===== config.mk =====
export PLATFORM = sky130hd
export DESIGN_NAME = temp_comp_trim_regs
export DESIGN_NICKNAME = d
export VERILOG_FILES = /design/src/hdl/trim_pkg.sv /design/src/hdl/period_timer.sv /design/src/hdl/temp_comp_trim_regs.sv /design/src/hdl/trim_map.sv
export SDC_FILE = /design/constraint.sdc
export NUM_CORES = 1
export LEC_CHECK = 0
export BUFFER_PORTS_ARGS = -buffer_cell sky130_fd_sc_hd__buf_2
export CAP_MARGIN = 10
export CORE_MARGIN = 10
export CORE_UTILIZATION = 50
export CTS_BUF_LIST = sky130_fd_sc_hd__clkbuf_8
export DETAILED_ROUTE_END_ITERATION = 8
export PLACE_DENSITY = 0.77
export RECOVER_POWER = 50
export SYNTH_ARGS = -nofsm -noshare
export SYNTH_HDL_FRONTEND = slang
export SYNTH_SLANG_ARGS = --single-unit

===== constraint.sdc =====
create_clock -name aclk -period 2 [get_ports aclk]
set_input_delay 0.1 -clock aclk [delete_from_list [all_inputs] [get_ports aclk]]
set_output_delay 0.1 -clock aclk [all_outputs]
set_load 0.02 [all_outputs]

===== src/hdl/trim_pkg.sv =====
// constants and types for the trim and compensation register bank
// ==========================================================
// Contract
// - six-bit analog trim moves frequency one ppm per code, +32 to -31 ppm
// - analog code 0 is +32 ppm, 32 is zero, 63 is -31 ppm, linear
// - reset recalls factory trim and curvature presets; software may overwrite them
// - trim byte: digital trim in bits 7:6, analog trim in bits 5:0
// - coefficient byte holds cold curvature coefficient in bits 6:0
// - control byte: sense enable 7, battery enable 6, period 5, gain 4:0
// - sense enable gates sensor, converter and final trim updates; resets to 0
// - with sensing off the oscillator runs from the initial trims
// - writing sense enable 1 runs two conversions and stores their average; here only a write that sets the bit from 0 starts them
// - battery sensing enable allows sensing on battery; off by default
// - battery below 2.7 V disables battery sensing regardless of the bit
// - on battery, sense every ten minutes or every minute by period select
// - digital trim: 00 default, 01 +30.5, 10 zero, 11 -30.5 ppm
package trim_pkg;

	// ==========================================================
	// bus
	localparam int unsigned ADDR_W = 8;
	localparam int unsigned DATA_W = 32;
	localparam logic [1:0]  RESP_OKAY   = 2'h0;
	localparam logic [1:0]  RESP_SLVERR = 2'h2;

	// ==========================================================
	// register indices, byte address is four times the index
	localparam logic [5:0] IDX_INIT_TRIM  = 6'h0B;
	localparam logic [5:0] IDX_COLD_COEF  = 6'h0C;
	localparam logic [5:0] IDX_CTRL       = 6'h0D;
	localparam logic [5:0] IDX_TEMP       = 6'h28;
	localparam logic [5:0] IDX_STATUS     = 6'h29;
	localparam logic [7:0] ADDR_INIT_TRIM = {IDX_INIT_TRIM, 2'h0};
	localparam logic [7:0] ADDR_COLD_COEF = {IDX_COLD_COEF, 2'h0};
	localparam logic [7:0] ADDR_CTRL      = {IDX_CTRL, 2'h0};
	localparam logic [7:0] ADDR_TEMP      = {IDX_TEMP, 2'h0};
	localparam logic [7:0] ADDR_STATUS    = {IDX_STATUS, 2'h0};

	// ==========================================================
	// field positions
	localparam int unsigned DTRIM_LSB  = 6;
	localparam int unsigned ATRIM_MSB  = 5;
	localparam int unsigned COEF_MSB   = 6;
	localparam int unsigned SENSE_BIT  = 7;
	localparam int unsigned BATT_BIT   = 6;
	localparam int unsigned PERIOD_BIT = 5;
	localparam int unsigned GAIN_MSB   = 4;
	localparam int unsigned ST_BUSY    = 0;
	localparam int unsigned ST_COMP    = 1;
	localparam int unsigned ST_BATT    = 2;
	localparam int unsigned ST_VLOW    = 3;

	// ==========================================================
	// factory presets (plain defaults) and trim coding
	localparam logic [7:0] PRESET_INIT_TRIM = 8'hA0;
	localparam logic [6:0] PRESET_COLD_COEF = 7'h46;
	localparam logic [4:0] PRESET_GAIN      = 5'h00;
	localparam logic [6:0] ATRIM_TOP_PPM    = 7'h20;
	localparam logic [1:0] DT_PLUS          = 2'h1;
	localparam logic [1:0] DT_MINUS         = 2'h3;
	localparam logic signed [9:0] DT_STEP_TENTHS = 10'sd305;

	// ==========================================================
	// timing
	localparam int unsigned CLK_PERIOD_NS = 10;
	localparam int unsigned SECOND_NS     = 1000000000;
	localparam int unsigned SEC_CYCLES    = SECOND_NS / CLK_PERIOD_NS;
	localparam int unsigned SEC_PER_MIN   = 60;
	localparam int unsigned PERIOD_LONG_MIN  = 10;
	localparam int unsigned PERIOD_SHORT_MIN = 1;
	localparam logic [9:0] PERIOD_LONG_SEC  = 10'(PERIOD_LONG_MIN * SEC_PER_MIN);
	localparam logic [9:0] PERIOD_SHORT_SEC = 10'(PERIOD_SHORT_MIN * SEC_PER_MIN);

	typedef enum logic [1:0] {S_IDLE, S_CONV1, S_CONV2} seq_t;

endpackage


===== src/hdl/period_timer.sv =====
// battery-mode sensing period timer, one due pulse per period
`timescale 1ns/100ps
module period_timer #(
	parameter int unsigned SEC_COUNT = trim_pkg::SEC_CYCLES
) (
	input  wire logic aclk,
	input  wire logic aresetn,
	input  wire logic run,
	input  wire logic short_sel,
	output logic      due
);
	import trim_pkg::*;

	typedef struct packed {
		logic [31:0] cyc;
		logic [9:0]  secs;
		logic        due;
	} tmr_t;

	tmr_t s_reg;
	tmr_t s_next;
	logic [9:0] target;

	// ==========================================================
	// counter
	always_comb begin
		s_next = s_reg;
		s_next.due = 1'b0;
		target = short_sel ? PERIOD_SHORT_SEC : PERIOD_LONG_SEC;
		if (!run) begin
			s_next.cyc = 32'h0;
			s_next.secs = 10'h000;
		end else if (s_reg.cyc == 32'(SEC_COUNT - 1)) begin
			s_next.cyc = 32'h0;
			if (s_reg.secs == target - 10'h001) begin
				s_next.secs = 10'h000;
				s_next.due = 1'b1;
			end else begin
				s_next.secs = s_reg.secs + 10'h001;
			end
		end else begin
			s_next.cyc = s_reg.cyc + 32'h1;
		end
	end

	always_ff @(posedge aclk) begin
		if (!aresetn) begin
			s_reg <= '0;
		end else begin
			s_reg <= s_next;
		end
	end

	assign due = s_reg.due;

endmodule // period_timer


===== src/hdl/temp_comp_trim_regs.sv =====
// trim, curvature and compensation control registers with sensing sequencer
//
// Chosen here: the AXI4-Lite slave port.
`timescale 1ns/100ps
module temp_comp_trim_regs #(
	parameter int unsigned SEC_COUNT = trim_pkg::SEC_CYCLES
) (
	input  wire logic                        aclk,
	input  wire logic                        aresetn,
	input  wire logic [trim_pkg::ADDR_W-1:0] s_axi_awaddr,
	input  wire logic [2:0]                  s_axi_awprot,
	input  wire logic                        s_axi_awvalid,
	output logic                             s_axi_awready,
	input  wire logic [trim_pkg::DATA_W-1:0] s_axi_wdata,
	input  wire logic [3:0]                  s_axi_wstrb,
	input  wire logic                        s_axi_wvalid,
	output logic                             s_axi_wready,
	output logic [1:0]                       s_axi_bresp,
	output logic                             s_axi_bvalid,
	input  wire logic                        s_axi_bready,
	input  wire logic [trim_pkg::ADDR_W-1:0] s_axi_araddr,
	input  wire logic [2:0]                  s_axi_arprot,
	input  wire logic                        s_axi_arvalid,
	output logic                             s_axi_arready,
	output logic [trim_pkg::DATA_W-1:0]      s_axi_rdata,
	output logic [1:0]                       s_axi_rresp,
	output logic                             s_axi_rvalid,
	input  wire logic                        s_axi_rready,
	input  wire logic                        battery_mode,
	input  wire logic                        vbat_low,
	input  wire logic                        conv_done,
	input  wire logic [9:0]                  conv_data,
	input  wire logic signed [5:0]           analog_correction,
	output logic                             sensor_power,
	output logic                             conv_start,
	output logic [9:0]                       temp_result,
	output logic [5:0]                       osc_analog_trim,
	output logic [1:0]                       osc_digital_trim,
	output logic signed [6:0]                osc_trim_ppm,
	output logic signed [9:0]                osc_digital_tenths,
	output logic [6:0]                       curvature_used,
	output logic [4:0]                       step_gain_used
);
	import trim_pkg::*;

	typedef struct packed {
		logic              bm_s1;
		logic              bm_s2;
		logic              vl_s1;
		logic              vl_s2;
		logic              awready;
		logic              aw_hold;
		logic [7:0]        awaddr;
		logic              wready;
		logic              w_hold;
		logic [7:0]        wdata;
		logic              wlane0;
		logic              bvalid;
		logic [1:0]        bresp;
		logic              arready;
		logic              rvalid;
		logic [1:0]        rresp;
		logic [9:0]        rdata;
		logic [7:0]        init_trim;
		logic [6:0]        cold_coef;
		logic              sense_en;
		logic              batt_en;
		logic              period_sel;
		logic [4:0]        gain;
		seq_t              seq;
		logic              conv_start;
		logic [9:0]        first;
		logic [9:0]        temp;
		logic [4:0]        gain_used;
		logic [6:0]        coef_used;
		logic [5:0]        fin_atrim;
		logic [1:0]        fin_dtrim;
		logic              fin_valid;
		logic [5:0]        osc_atrim;
		logic [1:0]        osc_dtrim;
		logic signed [6:0] osc_ppm;
		logic signed [9:0] osc_tenths;
		logic              sensor_power;
	} state_t;

	state_t s_reg;
	state_t s_next;

	logic              allowed;
	logic              allow_nx;
	logic              batt_run;
	logic              due;
	logic              start;
	logic              wr_go;
	logic [5:0]        comp_code;
	logic [5:0]        sel_atrim;
	logic [1:0]        sel_dtrim;
	logic signed [6:0] sel_ppm;
	logic signed [9:0] sel_tenths;
	logic [10:0]       pair_sum;

	// ==========================================================
	// helpers
	period_timer #(
		.SEC_COUNT (SEC_COUNT)
	) u_period (
		.aclk      (aclk),
		.aresetn   (aresetn),
		.run       (batt_run),
		.short_sel (s_reg.period_sel),
		.due       (due)
	);

	trim_map u_comp_map (
		.base_code  (s_reg.init_trim[ATRIM_MSB:0]),
		.corr       (analog_correction),
		.dig_code   (s_reg.init_trim[7:DTRIM_LSB]),
		.sum_code   (comp_code),
		.ppm        (),
		.dig_tenths ()
	);

	trim_map u_osc_map (
		.base_code  (sel_atrim),
		.corr       (6'sh00),
		.dig_code   (sel_dtrim),
		.sum_code   (),
		.ppm        (sel_ppm),
		.dig_tenths (sel_tenths)
	);

	// ==========================================================
	// sensing permission
	always_comb begin
		// low battery overrides the enable bit, not the other way round
		allowed = s_reg.sense_en & (~s_reg.bm_s2 | (s_reg.batt_en & ~s_reg.vl_s2));
		batt_run = s_reg.bm_s2 & allowed;
		wr_go = s_reg.aw_hold & s_reg.w_hold & ~s_reg.bvalid;
		pair_sum = {1'b0, s_reg.first} + {1'b0, conv_data};
		if (allowed & s_reg.fin_valid) begin
			sel_atrim = s_reg.fin_atrim;
			sel_dtrim = s_reg.fin_dtrim;
		end else begin
			sel_atrim = s_reg.init_trim[ATRIM_MSB:0];
			sel_dtrim = s_reg.init_trim[7:DTRIM_LSB];
		end
	end

	// ==========================================================
	// next state
	always_comb begin
		s_next = s_reg;
		start = 1'b0;
		s_next.bm_s1 = battery_mode;
		s_next.bm_s2 = s_reg.bm_s1;
		s_next.vl_s1 = vbat_low;
		s_next.vl_s2 = s_reg.vl_s1;
		s_next.conv_start = 1'b0;

		// write channels, taken in either order
		if (s_axi_awvalid && s_reg.awready) begin
			s_next.aw_hold = 1'b1;
			s_next.awaddr = s_axi_awaddr;
		end
		if (s_axi_wvalid && s_reg.wready) begin
			s_next.w_hold = 1'b1;
			s_next.wdata = s_axi_wdata[7:0];
			s_next.wlane0 = s_axi_wstrb[0];
		end
		if (s_reg.bvalid && s_axi_bready) begin
			s_next.bvalid = 1'b0;
		end
		if (wr_go) begin
			s_next.aw_hold = 1'b0;
			s_next.w_hold = 1'b0;
			s_next.bvalid = 1'b1;
			s_next.bresp = RESP_OKAY;
			case (s_reg.awaddr)
				ADDR_INIT_TRIM: begin
					if (s_reg.wlane0) begin
						s_next.init_trim = s_reg.wdata;
					end
				end
				ADDR_COLD_COEF: begin
					if (s_reg.wlane0) begin
						s_next.cold_coef = s_reg.wdata[COEF_MSB:0];
					end
				end
				ADDR_CTRL: begin
					if (s_reg.wlane0) begin
						s_next.sense_en = s_reg.wdata[SENSE_BIT];
						s_next.batt_en = s_reg.wdata[BATT_BIT];
						s_next.period_sel = s_reg.wdata[PERIOD_BIT];
						s_next.gain = s_reg.wdata[GAIN_MSB:0];
						start = s_reg.wdata[SENSE_BIT] & ~s_reg.sense_en;
					end
				end
				ADDR_TEMP, ADDR_STATUS: begin
					s_next.bresp = RESP_OKAY;
				end
				default: begin
					s_next.bresp = RESP_SLVERR;
				end
			endcase
		end
		s_next.awready = ~s_next.aw_hold & ~s_next.bvalid;
		s_next.wready = ~s_next.w_hold & ~s_next.bvalid;
		// permission after this edge, so the enabling write itself starts a cycle
		allow_nx = s_next.sense_en & (~s_reg.bm_s2 | (s_next.batt_en & ~s_reg.vl_s2));

		// read channel, one outstanding read
		if (s_reg.rvalid && s_axi_rready) begin
			s_next.rvalid = 1'b0;
		end
		if (s_axi_arvalid && s_reg.arready) begin
			s_next.rvalid = 1'b1;
			s_next.rresp = RESP_OKAY;
			s_next.rdata = 10'h000;
			case (s_axi_araddr)
				ADDR_INIT_TRIM: s_next.rdata = {2'h0, s_reg.init_trim};
				ADDR_COLD_COEF: s_next.rdata = {3'h0, s_reg.cold_coef};
				ADDR_CTRL: begin
					s_next.rdata = {2'h0, s_reg.sense_en, s_reg.batt_en,
						s_reg.period_sel, s_reg.gain};
				end
				ADDR_TEMP: s_next.rdata = s_reg.temp;
				ADDR_STATUS: begin
					s_next.rdata[ST_BUSY] = (s_reg.seq != S_IDLE);
					s_next.rdata[ST_COMP] = allowed & s_reg.fin_valid;
					s_next.rdata[ST_BATT] = s_reg.bm_s2;
					s_next.rdata[ST_VLOW] = s_reg.vl_s2;
				end
				default: s_next.rresp = RESP_SLVERR;
			endcase
		end
		s_next.arready = ~s_next.rvalid;

		// ==========================================================
		// sensing sequencer
		if (due) begin
			start = 1'b1;
		end
		case (s_reg.seq)
			S_IDLE: begin
				if (start && allow_nx) begin
					// step gain and coefficient are sampled here, so a gain
					// rewritten with sensing on is used by the next cycle
					s_next.gain_used = s_next.gain;
					s_next.coef_used = s_reg.cold_coef;
					s_next.conv_start = 1'b1;
					s_next.seq = S_CONV1;
				end
			end
			S_CONV1: begin
				if (conv_done) begin
					s_next.first = conv_data;
					s_next.conv_start = 1'b1;
					s_next.seq = S_CONV2;
				end
			end
			S_CONV2: begin
				if (conv_done) begin
					s_next.temp = pair_sum[10:1];
					s_next.fin_atrim = comp_code;
					s_next.fin_dtrim = s_reg.init_trim[7:DTRIM_LSB];
					s_next.fin_valid = 1'b1;
					s_next.seq = S_IDLE;
				end
			end
			default: begin
				s_next.seq = S_IDLE;
			end
		endcase
		// losing permission aborts the cycle and drops final trims
		if (!allow_nx) begin
			s_next.seq = S_IDLE;
			s_next.conv_start = 1'b0;
			s_next.fin_valid = 1'b0;
		end
		s_next.sensor_power = allow_nx;

		// ==========================================================
		// oscillator drive, registered
		s_next.osc_atrim = sel_atrim;
		s_next.osc_dtrim = sel_dtrim;
		s_next.osc_ppm = sel_ppm;
		s_next.osc_tenths = sel_tenths;
	end

	// ==========================================================
	// state register; reset doubles as the power-up preset recall
	always_ff @(posedge aclk) begin
		if (!aresetn) begin
			s_reg <= '0;
			s_reg.init_trim <= PRESET_INIT_TRIM;
			s_reg.cold_coef <= PRESET_COLD_COEF;
			s_reg.gain <= PRESET_GAIN;
			s_reg.gain_used <= PRESET_GAIN;
			s_reg.coef_used <= PRESET_COLD_COEF;
			s_reg.sense_en <= 1'b0;
			s_reg.batt_en <= 1'b0;
			s_reg.seq <= S_IDLE;
			s_reg.osc_atrim <= PRESET_INIT_TRIM[ATRIM_MSB:0];
			s_reg.osc_dtrim <= PRESET_INIT_TRIM[7:DTRIM_LSB];
		end else begin
			s_reg <= s_next;
		end
	end

	// ==========================================================
	// outputs
	assign s_axi_awready      = s_reg.awready;
	assign s_axi_wready       = s_reg.wready;
	assign s_axi_bvalid       = s_reg.bvalid;
	assign s_axi_bresp        = s_reg.bresp;
	assign s_axi_arready      = s_reg.arready;
	assign s_axi_rvalid       = s_reg.rvalid;
	assign s_axi_rresp        = s_reg.rresp;
	assign s_axi_rdata        = {22'h0, s_reg.rdata};
	assign sensor_power       = s_reg.sensor_power;
	assign conv_start         = s_reg.conv_start;
	assign temp_result        = s_reg.temp;
	assign osc_analog_trim    = s_reg.osc_atrim;
	assign osc_digital_trim   = s_reg.osc_dtrim;
	assign osc_trim_ppm       = s_reg.osc_ppm;
	assign osc_digital_tenths = s_reg.osc_tenths;
	assign curvature_used     = s_reg.coef_used;
	assign step_gain_used     = s_reg.gain_used;

endmodule // temp_comp_trim_regs


===== src/hdl/trim_map.sv =====
// analog trim saturating adjust and code to ppm mapping
`timescale 1ns/100ps
module trim_map (
	input  wire logic [5:0]        base_code,
	input  wire logic signed [5:0] corr,
	input  wire logic [1:0]        dig_code,
	output logic [5:0]             sum_code,
	output logic signed [6:0]      ppm,
	output logic signed [9:0]      dig_tenths
);
	import trim_pkg::*;

	logic signed [7:0] sum;

	// ==========================================================
	// saturate so a large correction cannot wrap across the span
	always_comb begin
		sum = $signed({2'h0, base_code}) + 8'(corr);
		if (sum < 0) begin
			sum_code = 6'h00;
		end else if (sum > 8'sd63) begin
			sum_code = 6'h3F;
		end else begin
			sum_code = sum[5:0];
		end
		ppm = $signed(ATRIM_TOP_PPM) - $signed({1'b0, sum_code});
		case (dig_code)
			DT_PLUS:  dig_tenths = DT_STEP_TENTHS;
			DT_MINUS: dig_tenths = -DT_STEP_TENTHS;
			default:  dig_tenths = 10'sh000;
		endcase
	end

endmodule // trim_map


==> results by group, run 1 <==
Routing
  • Routed WL per cell: 15.31 um
  • Via count: 6684
  • Final wirelength: 19.83 mm
  • Detailed Routing Iterations Pass 1: 5
  • DRC viols: 0
  • Antenna Nets Post-Route: 0
  • Vias per cell: 5.161
  • 1st-iter DRT viols: 434

Timing
  • Fin. max-slew vios: 0
  • Worst slew pin tran: 0.5518 ns
  • Final Hold Viols: 0
  • TNS Setup: -0.05574 ns
  • RSZ-0062 raised after global routing: yes
  • Final Cycle Share: 101.2%
  • Final Setup Violations: 4
  • Normalized max-slew margin: 63.08%
  • WHS: 0.03404 ns
  • Max Freq: 494.1 MHz
  • Skew final: 0.01060 ns
  • Worst Slack Setup Final: -0.02368 ns
  • Min Tclk post-route: 2.024 ns

Worst setup path
  • Worst-path cell with the longest stage delay: and4b_2
  • Setup crit start kind: flop
  • Largest stage delay, worst path: 0.37 ns
  • CP cell instances: nor4b_4 > and4b_2 > mux2i_4 > a2111oi_4 > buf_6 > mux2i_1 > nand2_1
  • Worst R2R Path Depth: 7
  • Reg2reg start: s_reg[121]
  • Critical path arrival: 2.37 ns
  • Setup crit end kind: flop
  • Crit path max fanout: 7
  • Worst EP required: 2.34 ns
  • Reg2Reg Setup Slack: -0.02 ns
  • CP Class: flop to flop
  • Reg-to-reg critical path endpoint: curvature_used[1]

Layout
  • Largest register FFs: 65
  • Final nets: 1170
  • Util after Layout: 61.54%
  • Area grow syn2layout: 21.32%
  • Layout cell share with drive strength beyond 1: 27.23%
  • FILL cells: 1356

Synthesis
  • Mapped Cells: 915
  • Synth cell count leaders: dfxtp_1, nor2_1, nand2_1, buf_4, a21oi_1
  • EDFF count, synth: 0
  • Seq/Total Area, Yosys: 42.04%
  • Ranking of synthesized cells by area: dfxtp_1, buf_4, nor2_1
  • Synthesized flop and latch total: 168
  • Synth warn: 0
  • Count leader, synth: dfxtp_1
  • Top cell type's share of synthesized area: 42.04%
  • Async SR Flop Fraction: 0%
  • Mapped Area: 8000 um2
  • Largest area contributor in the synthesized netlist: dfxtp_1
  • Most used flip-flop cell after synthesis: dfxtp_1
  • Count of cell types in the netlist: 66
  • Syn_area_per_cell: 8.743 um2

Clocking
  • Num CTS Buffers: 17
  • CTS clk-pin slew, worst paths: 0.09 ns
  • CTS Sinks: 168
  • Skew-Pair Late Insertion Delay: 0.47 ns
  • Root buffer cell: clkbuf_8
  • H-tree Lvls: 4
  • CTS tree: yes
  • Clock Tree Buf Depth: 2

Run status
  • Outcome: finished with violations
  • Failing checks: negative setup slack

Die
  • Die X: 146.5 um
  • Die Y: 146.5 um
  • Area of the die: 21460 um2
  • Core ar.: 15770 um2
  • Initial Util: 50.73%
  • FP Rows: 46
  • Io pins: 174

Job
  • Max-Cap Viols: 0

Pwr
  • Power, Total: 6.200 mW
  • Worst IR Drop VDD: 0.0004226 V
  • Pwr dens: 638.8 nW/um2
  • Lkg Pwr: 3.970 nW

Placed design
  • HPWL Detailed: 14.35 mm
  • RD Place Congestion: 0.8538
  • Number of port buffers: 116

Worst hold path
  • HP Class: input port to flop
  • Hold Path Stages: 4
  • Hold Crit Endpoint: s_reg[29]
  • Min-delay src: analog_correction[0]

GRT
  • Initial antenna violation count: 3
  • Global-route wire length before repair: 31.55 mm
  • Vias in the first global route: 6375
  • Largest net degree at the start of global routing: 29
  • Total Routing Usage GR: 17.64%
  • Grt total ovfl: 0
-- area by class of cell --
type,instances,area (um2),share of cell area [%]
clock inverters,10,103.9,1.070
repair buffers,224,1490,15.35
multi-input cells,644,4146,42.72
diodes,3,7.507,0.07735
well taps,216,270.3,2.785
flip-flops and latches,168,3374,34.77
clock buffers,20,275.3,2.836
inverters,10,37.54,0.3867
-- worst max-delay path, delay by kind of cell, from the launching register on --
family	cells	cell delay, ns
compound gates	1	0.36
buf+inv	1	0.20
flops	1	0.34
mux	2	0.28
simple gates	3	0.72
-- metal layers --
layer	track usage (%)	routed length (um)	vias up	share of wire, %
li1	-	-	3316	-
met2	29.05	9677	205	49
met3	5.655	1469	43	7.4
met4	8.108	542	0	2.7
met5	0	0	-	0
met1	20.46	8142	3120	41
-- cell usage in the layout, fill, tap and decap left out, drive strengths merged, types with 9 or more instances in the layout --
cell         count
buf            191
dfxtp          168
nor2           124
nand2          113
a21oi           47
mux2i           44
nand3           35
xor2            32
dlygate4sd3     31
o21ai           31
conb            24
clkbuf          22
ha              19
xnor2           18
nand4           13
and2            12
inv             11
nor3            11
nor2b           10
mux2            10
or3              9
-- repair_timing --
action,in CTS,in global routing
gates cloned,0,1
buffers inserted,1,1
resized for setup,13,57
endpoints found under the setup margin,49,61
pin swaps,4,21
endpoints found under the hold margin,33,0
hold buffers,31,0
-- metrics by stage --
stage          instances  worst slack, ns  cell area, um2
2_1_floorplan        938        0.0009013            8118
4_1_cts             1290        -0.001545            9483
3_3_place_gp        1228         -0.05380            8748
3_5_place_dp        1228         -0.08612            8748
5_1_grt             1295          -0.1167            9706
6_report            1295         -0.02368            9706
-- where the power goes --
part | switching [mW] | total [mW] | internal (mW)
Sequential | 0.0273 | 3.41 | 3.38
Clock | 1.19 | 2.37 | 1.18
Combinational | 0.252 | 0.425 | 0.174
-- worst max path at each step --
stage | startpoint | endpoint | slack (ns) | depth (start not counted)
after floorplan | u_period.s_reg[11] | u_period.s_reg[5] | 0.0009 | 9
after global placement | s_reg[85] | s_reg[32] | -0.05 | 8
after detailed placement | u_period.s_reg[12] | u_period.s_reg[3] | -0.09 | 7
after CTS | s_reg[85] | s_reg[31] | -0.002 | 8
after global routing | s_reg[121] | curvature_used[6] | -0.12 | 7
final | s_reg[121] | curvature_used[1] | -0.02 | 7
-- kinds of logic after synthesis --
group	count (synthesis)	share of synthesized area, %
fa+ha+maj	21	3.472
flops	168	42.04
xor+xnor	50	5.474
simple gates	374	22.33
other cells	1	0.04687
buf+inv	126	10.13
mux	54	6.913
compound gates	121	9.587
(Power assumes the default switching activity.)
==> run 2, diff against run 1 <==
--- a/config.mk
+++ b/config.mk
@@ -8,10 +8,10 @@
 export BUFFER_PORTS_ARGS = -buffer_cell sky130_fd_sc_hd__buf_2
 export CAP_MARGIN = 10
 export CORE_MARGIN = 10
-export CORE_UTILIZATION = 50
+export CORE_UTILIZATION = 45
 export CTS_BUF_LIST = sky130_fd_sc_hd__clkbuf_8
 export DETAILED_ROUTE_END_ITERATION = 8
-export PLACE_DENSITY = 0.77
+export PLACE_DENSITY = 0.71
 export RECOVER_POWER = 50
 export SYNTH_ARGS = -nofsm -noshare
 export SYNTH_HDL_FRONTEND = slang
==> run 2 against run 1 <==
  * The run now ends clean
  * Largest cell class unchanged
  * Combinational power is 2% lower
  * Sequential share of layout area is 0.13 points higher
  * Global-route usage shrank 1.5 points
  * Highest routed layer unchanged
  * Via count decreased by 0.81%
  * Maximum frequency increased by 1.5%
==> results by group, run 2 (synthesis gave the netlist of run 1 again) <==
Timing
  • Worst Slack Setup Final: 0.006547 ns (+0.03023 ns)
  • Worst slew pin tran: 0.7321 ns (+0.1803 ns)
  • Fin. max-slew vios: 0 (unchanged)
  • RSZ-0062 raised after global routing: yes
  • Final Setup Violations: 0 (-4)
  • Normalized max-slew margin: 51.19% (-12 points)
  • Min Tclk post-route: 1.993 ns (-0.03023 ns)
  • Skew final: 0.01430 ns (+0.003699 ns)
  • WHS: 0.06975 ns (+0.03571 ns)
  • Final Cycle Share: 99.67% (-1.5 points)
  • Final Hold Viols: 0 (unchanged)
  • Max Freq: 501.6 MHz (+1.5%)

Worst setup path
  • Largest stage delay, worst path: 0.34 ns (-0.03 ns)
  • Critical path arrival: 2.32 ns (-0.05 ns)
  • Family with the most delay on the worst path: simple AND/OR/NAND/NOR gates
  • Crit path max fanout: 8 (+1)
  • Worst EP required: 2.32 ns (-0.02 ns)
  • CP cell instances: nor4b_4 > and4b_2 > mux2i_2 > a2111oi_4 > buf_6 > mux2i_1 > nand2_1
  • Reg2Reg Setup Slack: 0.007 ns (+0.03 ns)
  • Setup crit end kind: flop
  • Reg2reg start: s_reg[121]
  • Worst-path cell with the longest stage delay: dfxtp_2
  • CP Buf/Inv Count: 1 (unchanged)
  • Worst R2R Path Depth: 7 (unchanged)
  • CP Class: flop to flop
  • Setup crit start kind: flop
  • Reg-to-reg critical path endpoint: curvature_used[2]

Pwr
  • Sequential power share: 52.2% (-2.7 points)
  • Pwr dens: 675.7 nW/um2 (+5.8%)
  • Int Power: 5.038 mW (+6.5%)
  • Power, Total: 6.529 mW (+5.3%)
  • Net Sw Power: 1.491 mW (+1.5%)
  • Lkg Pwr: 3.689 nW (-7.1%)
  • Clock power share: 41.4% (+3.2 points)
  • Switch share: 22.84% (-0.86 points)
  • Worst IR Drop VDD: 0.0004595 V (+8.7%)
  • Combinational group share of total power: 6.4% (-0.5 points)

Routing
  • Vias per cell: 5.077 (-1.6%)
  • DRC viols: 0 (unchanged)
  • Routed WL per cell: 15.25 um (-0.40%)
  • Via count: 6630 (-0.81%)
  • 1st-iter DRT viols: 378 (-13%)
  • Detailed Routing Iterations Pass 1: 5 (unchanged)
  • Antenna Nets Post-Route: 0 (unchanged)
  • Final wirelength: 19.92 mm (+0.45%)

Worst hold path
  • Hold Path Stages: 5 (+1)
  • HP Class: input port to flop
  • Hold Crit Endpoint: s_reg[58]
  • Min-delay src: conv_data[1]

Layout
  • Area grow syn2layout: 20.79%
  • Final nets: 1173 (+0.26%)
  • Most common cell after layout, fill and taps aside: dfxtp_1
  • Commonest cells after routing, fill and taps aside: dfxtp_1, nor2_1, nand2_1, buf_4, clkbuf_1
  • Ant diodes: 0 (-3)
  • Largest register FFs: 65 (unchanged)
  • Layout cell share with drive strength beyond 1: 20.44% (-6.8 points)
  • FILL cells: 1600 (+18%)

Clocking
  • CTS clk-pin slew, worst paths: 0.08 ns (about the same)
  • H-tree Lvls: 4 (unchanged)
  • Root buffer cell: clkbuf_8
  • Clock Tree Buf Depth: 2 (unchanged)
  • Num CTS Buffers: 17 (unchanged)
  • CTS Sinks: 168 (unchanged)
  • CTS tree: yes
  • Skew-Pair Late Insertion Delay: 0.45 ns (-0.02 ns)

GRT
  • Total Routing Usage GR: 16.13% (-1.5 points)
  • Vias in the first global route: 6463 (+1.4%)
  • Global-route wire length before repair: 31.99 mm (+1.4%)
  • Largest net degree at the start of global routing: 35 (+21%)
  • Grt total ovfl: 0 (unchanged)
  • Initial antenna violation count: 0 (-3)

Die
  • FP Rows: 48 (+4.3%)
  • Die Y: 153.3 um (+4.7%)
  • Initial Util: 46.09% (-4.6 points)
  • Core ar.: 17360 um2 (+10%)
  • Area of the die: 23510 um2 (+9.6%)
  • Io pins: 174 (unchanged)
  • Die X: 153.3 um (+4.7%)

Placed design
  • Number of port buffers: 116 (unchanged)
  • HPWL Detailed: 14.52 mm (+1.2%)
  • Setup WS pre-CTS: -0.1364 ns (-0.05027 ns)
  • RD Place Congestion: 0.8307 (-2.7%)

Run status
  • Outcome: finished, final reports clean

Job
  • Max-Cap Viols: 0 (unchanged)
run 2: layer usage:
layer	vias up	routed length (um)	share of wire [%]	track usage [%]
met1	3111	8691	44	19.13
met4	0	303	1.5	5.623
met2	166	9614	48	26.98
met3	23	1312	6.6	4.966
li1	3330	-	-	-
met5	-	0	0	0
run 2: through the flow:
stage | setup TNS, ns | std cells | utilization [%] | cell area [um2]
detailed placement | -1.328 | 1236 | 50.50 | 8765
CTS | 0 | 1300 | 55.18 | 9577
global route | -1.339 | 1306 | 55.67 | 9663
finish | 0 | 1306 | 55.67 | 9663
floorplan | 0 | 938 | - | 8118
global placement | -0.3993 | 1236 | 50.50 | 8765
run 2: power groups by stage:
stage	clock network (mW)	logic, mW	registers (mW)
final	2.70	0.416	3.41
after global routing	2.90	0.455	3.42
after CTS	2.77	0.411	3.41
after detailed placement	0	0.358	3.49
after global placement	0	0.354	3.48
after floorplan	0	0.259	3.49
run 2: how the worst max path moves through the flow:
stage / cells past startpoint / slack (ns) / to / start
final: 7 / 0.007 / curvature_used[2] / s_reg[121]
after global routing: 7 / -0.10 / curvature_used[2] / s_reg[121]
after CTS: 7 / 0.02 / u_period.s_reg[4] / u_period.s_reg[30]
after detailed placement: 8 / -0.14 / s_reg[33] / s_reg[85]
after global placement: 8 / -0.05 / s_reg[31] / s_reg[85]
after floorplan: 9 / 0.0009 / u_period.s_reg[5] / u_period.s_reg[11]
run 2: final cells by class:
class	count	area (um2)	area share (%)
clock buffer	21	289.0	2.991
clock inverter	11	168.9	1.748
inverter	10	37.54	0.3884
multi-input combinational	644	4086	42.29
sequential	168	3372	34.90
tap	225	281.5	2.913
timing repair buffer	227	1428	14.77
run 2: what timing repair did:
item,in CTS,in global routing
buffers inserted,0,6
gates resized for setup,10,36
hold endpoints to repair,39,0
setup endpoints to repair,37,54
pin swaps,4,20
hold buffers,32,0
run 2: worst reg2reg max path, cell delays in order (launching register included):
cell	delay, ns
dfxtp_2	0.34
nor4b_4	0.28
and4b_2	0.35
mux2i_2	0.12
a2111oi_4	0.31
buf_6	0.20
mux2i_1	0.21
nand2_1	0.07
==> run 3, diff against run 2 <==
==> constraint.sdc (replaced) <==
create_clock -name aclk -period 1.67 [get_ports aclk]
set_input_delay 0.0835 -clock aclk [delete_from_list [all_inputs] [get_ports aclk]]
set_output_delay 0.0835 -clock aclk [all_outputs]
set_load 0.02 [all_outputs]
==> run 3 against run 2 <==
  * The flow now finishes with violations (negative setup slack)
  * Via count increased by 7.0%
  * Die area unchanged
  * Critical path depth unchanged
  * Clock-buffer cell count decreased by 1
  * Sequential power increased by 20%
  * Worst setup slack got worse by 0.32 ns
  * Clock power increased by 14%
  * Wire length increased by 12%
  * Worst hold slack got worse by 0.032 ns
  * Non-clock buffer count increased by 75
  * Clock skew increased by 0.0021 ns
==> results by group, run 3 (synthesis gave the netlist of run 1 again) <==
Worst setup path
  • Worst-path cell with the longest stage delay: a2111oi_4
  • Largest stage delay, worst path: 0.37 ns (+0.03 ns)
  • Critical path arrival: 2.32 ns (about the same)
  • CP Buf/Inv Count: 1 (unchanged)
  • Setup crit start kind: flop
  • Worst R2R Path Depth: 7 (unchanged)
  • Family with the most delay on the worst path: simple AND/OR/NAND/NOR gates
  • Crit path max fanout: 14 (+6)
  • Setup crit end kind: flop
  • CP Class: flop to flop
  • Critical Path Stages: 7 (unchanged)
  • Worst EP required: 2.01 ns (-0.31 ns)
  • CP cell instances: nor4b_2 > and4b_2 > mux2i_4 > a2111oi_4 > buf_12 > mux2i_1 > nand2_1

GRT
  • Global-route wire length before repair: 35.18 mm (+10%)
  • Total Routing Usage GR: 17.92% (+1.8 points)
  • Initial antenna violation count: 0 (unchanged)
  • Vias in the first global route: 7020 (+8.6%)
  • Grt total ovfl: 0 (unchanged)
  • Largest net degree at the start of global routing: 23 (-34%)

Pwr
  • Combinational group share of total power: 7.2% (+0.8 points)
  • Worst IR Drop VDD: 0.0006057 V (+32%)
  • Int Power: 5.873 mW (+17%)
  • Lkg Pwr: 4.361 nW (+18%)
  • Clock power share: 39.9% (-1.5 points)
  • Pwr dens: 703.2 nW/um2 (+4.1%)
  • Sequential power share: 52.9% (+0.7 points)
  • Switch share: 23.86% (+1.0 points)
  • Net Sw Power: 1.841 mW (+23%)

Die
  • Die Y: 153.3 um (unchanged)
  • Core ar.: 17360 um2 (unchanged)
  • Io pins: 174 (unchanged)
  • Area of the die: 23510 um2 (unchanged)
  • Initial Util: 46.09% (unchanged)
  • FP Rows: 48 (unchanged)
  • Die X: 153.3 um (unchanged)

Clocking
  • Num CTS Buffers: 17 (unchanged)
  • CTS clk-pin slew, worst paths: 0.09 ns (about the same)
  • Clock Tree Buf Depth: 2 (unchanged)
  • Root buffer cell: clkbuf_8
  • H-tree Lvls: 4 (unchanged)
  • Skew-Pair Late Insertion Delay: 0.46 ns (about the same)
  • CTS Sinks: 168 (unchanged)
  • CTS tree: yes

Worst hold path
  • Hold Path Stages: 4 (-1)
  • HP Class: input port to flop

Layout
  • Area grow syn2layout: 37.11%
  • Most common cell after layout, fill and taps aside: dfxtp_1
  • Largest register FFs: 65 (unchanged)
  • Util after Layout: 63.20% (+7.5 points)
  • Ant diodes: 0 (unchanged)
  • Layout cell share with drive strength beyond 1: 35.47% (+15 points)
  • Commonest cells after routing, fill and taps aside: dfxtp_1, buf_4, nand2_1, nor2_1, buf_2
  • Fin area: 10970 um2 (+14%)
  • Non-filler instance count after layout: 1381 (+5.7%)
  • Final nets: 1248 (+6.4%)

Routing
  • DRC viols: 0 (unchanged)
  • Antenna Nets Post-Route: 0 (unchanged)
  • Detailed Routing Iterations Pass 1: 5 (unchanged)
  • Via count: 7091 (+7.0%)
  • Vias per cell: 5.135 (+1.1%)
  • Routed WL per cell: 16.18 um (+6.1%)
  • 1st-iter DRT viols: 378 (unchanged)
  • Final wirelength: 22.34 mm (+12%)

Timing
  • Min Tclk post-route: 1.983 ns (-0.01014 ns)
  • Fin. max-slew vios: 0 (unchanged)
  • Final Cycle Share: 118.8% (+19 points)
  • Final Hold Viols: 0 (unchanged)
  • Final Setup Violations: 82 (+82)
  • Worst Slack Setup Final: -0.3133 ns (-0.3199 ns)
  • Skew final: 0.01637 ns (+0.002078 ns)
  • Max Freq: 504.2 MHz (+0.51%)
  • Worst slew pin tran: 0.5304 ns (-0.2017 ns)
  • Normalized max-slew margin: 64.51% (+13 points)
  • WHS: 0.03732 ns (-0.03243 ns)
  • RSZ-0062 raised after global routing: yes

Run status
  • Outcome: finished with violations
  • Failing checks: negative setup slack

Placed design
  • HPWL Detailed: 15.38 mm (+5.9%)
  • Dpl cells: 1291 (+4.4%)
  • RD Place Congestion: 0.8486 (+2.2%)
  • Number of port buffers: 116 (unchanged)
  • Placed Area: 9360 um2 (+6.8%)
  • Setup WS pre-CTS: -0.3542 ns (-0.2178 ns)

Job
  • Max-Cap Viols: 0 (unchanged)
## run 3: cell count changes in the layout (fill, tap and decap cells not counted), moves of 11 or more
cell	before	now
nor2_4	0	12
nor2_1	124	92
clkbuf_1	68	46
buf_2	50	72
o21ai_0	23	12
dfxtp_1	161	149
buf_4	73	130
nor2_2	0	20
## run 3: area by class of cell
| cell class | count | area, um2 |
|---|---|---|
| inverters | 10 | 37.54 |
| clock inverters | 12 | 148.9 |
| multi-input cells | 644 | 4667 |
| well taps | 225 | 281.5 |
| flip-flops and latches | 168 | 3392 |
| fillers | 1409 | 6387 |
| repair buffers | 302 | 2167 |
| clock buffers | 20 | 275.3 |
## run 3: worst register-to-register path, stage by stage, from the launching register on
cell,delay (ns)
dfxtp_2,0.33
nor4b_2,0.29
and4b_2,0.34
mux2i_4,0.10
a2111oi_4,0.37
buf_12,0.19
mux2i_1,0.19
nand2_1,0.06
## run 3: layer usage
metal,track usage (%),vias up,routed length (um),part of all wire (%)
met5,0,-,0,0
met4,5.533,0,352,1.6
met3,4.433,30,1374,6.1
met2,30.09,195,11020,49
met1,22.07,3389,9591,43
li1,-,3477,-,-
## run 3: power groups by stage
stage | registers, mW | logic [mW] | clock network, mW
finish | 4.08 | 0.553 | 3.08
global route | 4.09 | 0.606 | 3.31
CTS | 4.08 | 0.543 | 3.13
detailed placement | 4.17 | 0.467 | 0
global placement | 4.17 | 0.461 | 0
floorplan | 4.18 | 0.315 | 0
## run 3: metrics by stage
| stage | setup TNS [ns] | total power [mW] |
|---|---|---|
| finish | -14.44 | 7.714 |
| detailed placement | -20.03 | 4.641 |
| floorplan | -9.823 | 4.492 |
| global placement | -17.44 | 4.634 |
| CTS | -13.89 | 7.755 |
| global route | -21.33 | 8.001 |
## run 3: worst paths after layout
| check | start | slack [ns] | to |
|---|---|---|---|
| setup / recovery | s_reg[121] | -0.31 | curvature_used[1] |
| hold / removal | analog_correction[0] | 0.04 | s_reg[29] |
| setup reg to reg | s_reg[121] | -0.31 | curvature_used[1] |
| hold reg to reg | s_next[131] | 0.43 | s_reg[131] |
## run 3: repair_timing
action,CTS,global route
hold endpoints to repair,36,0
gates resized for setup,80,80
hold buffers,34,0
endpoints found under the setup margin,97,98
cloned,3,0
pin swaps,29,35
buffers inserted,18,7
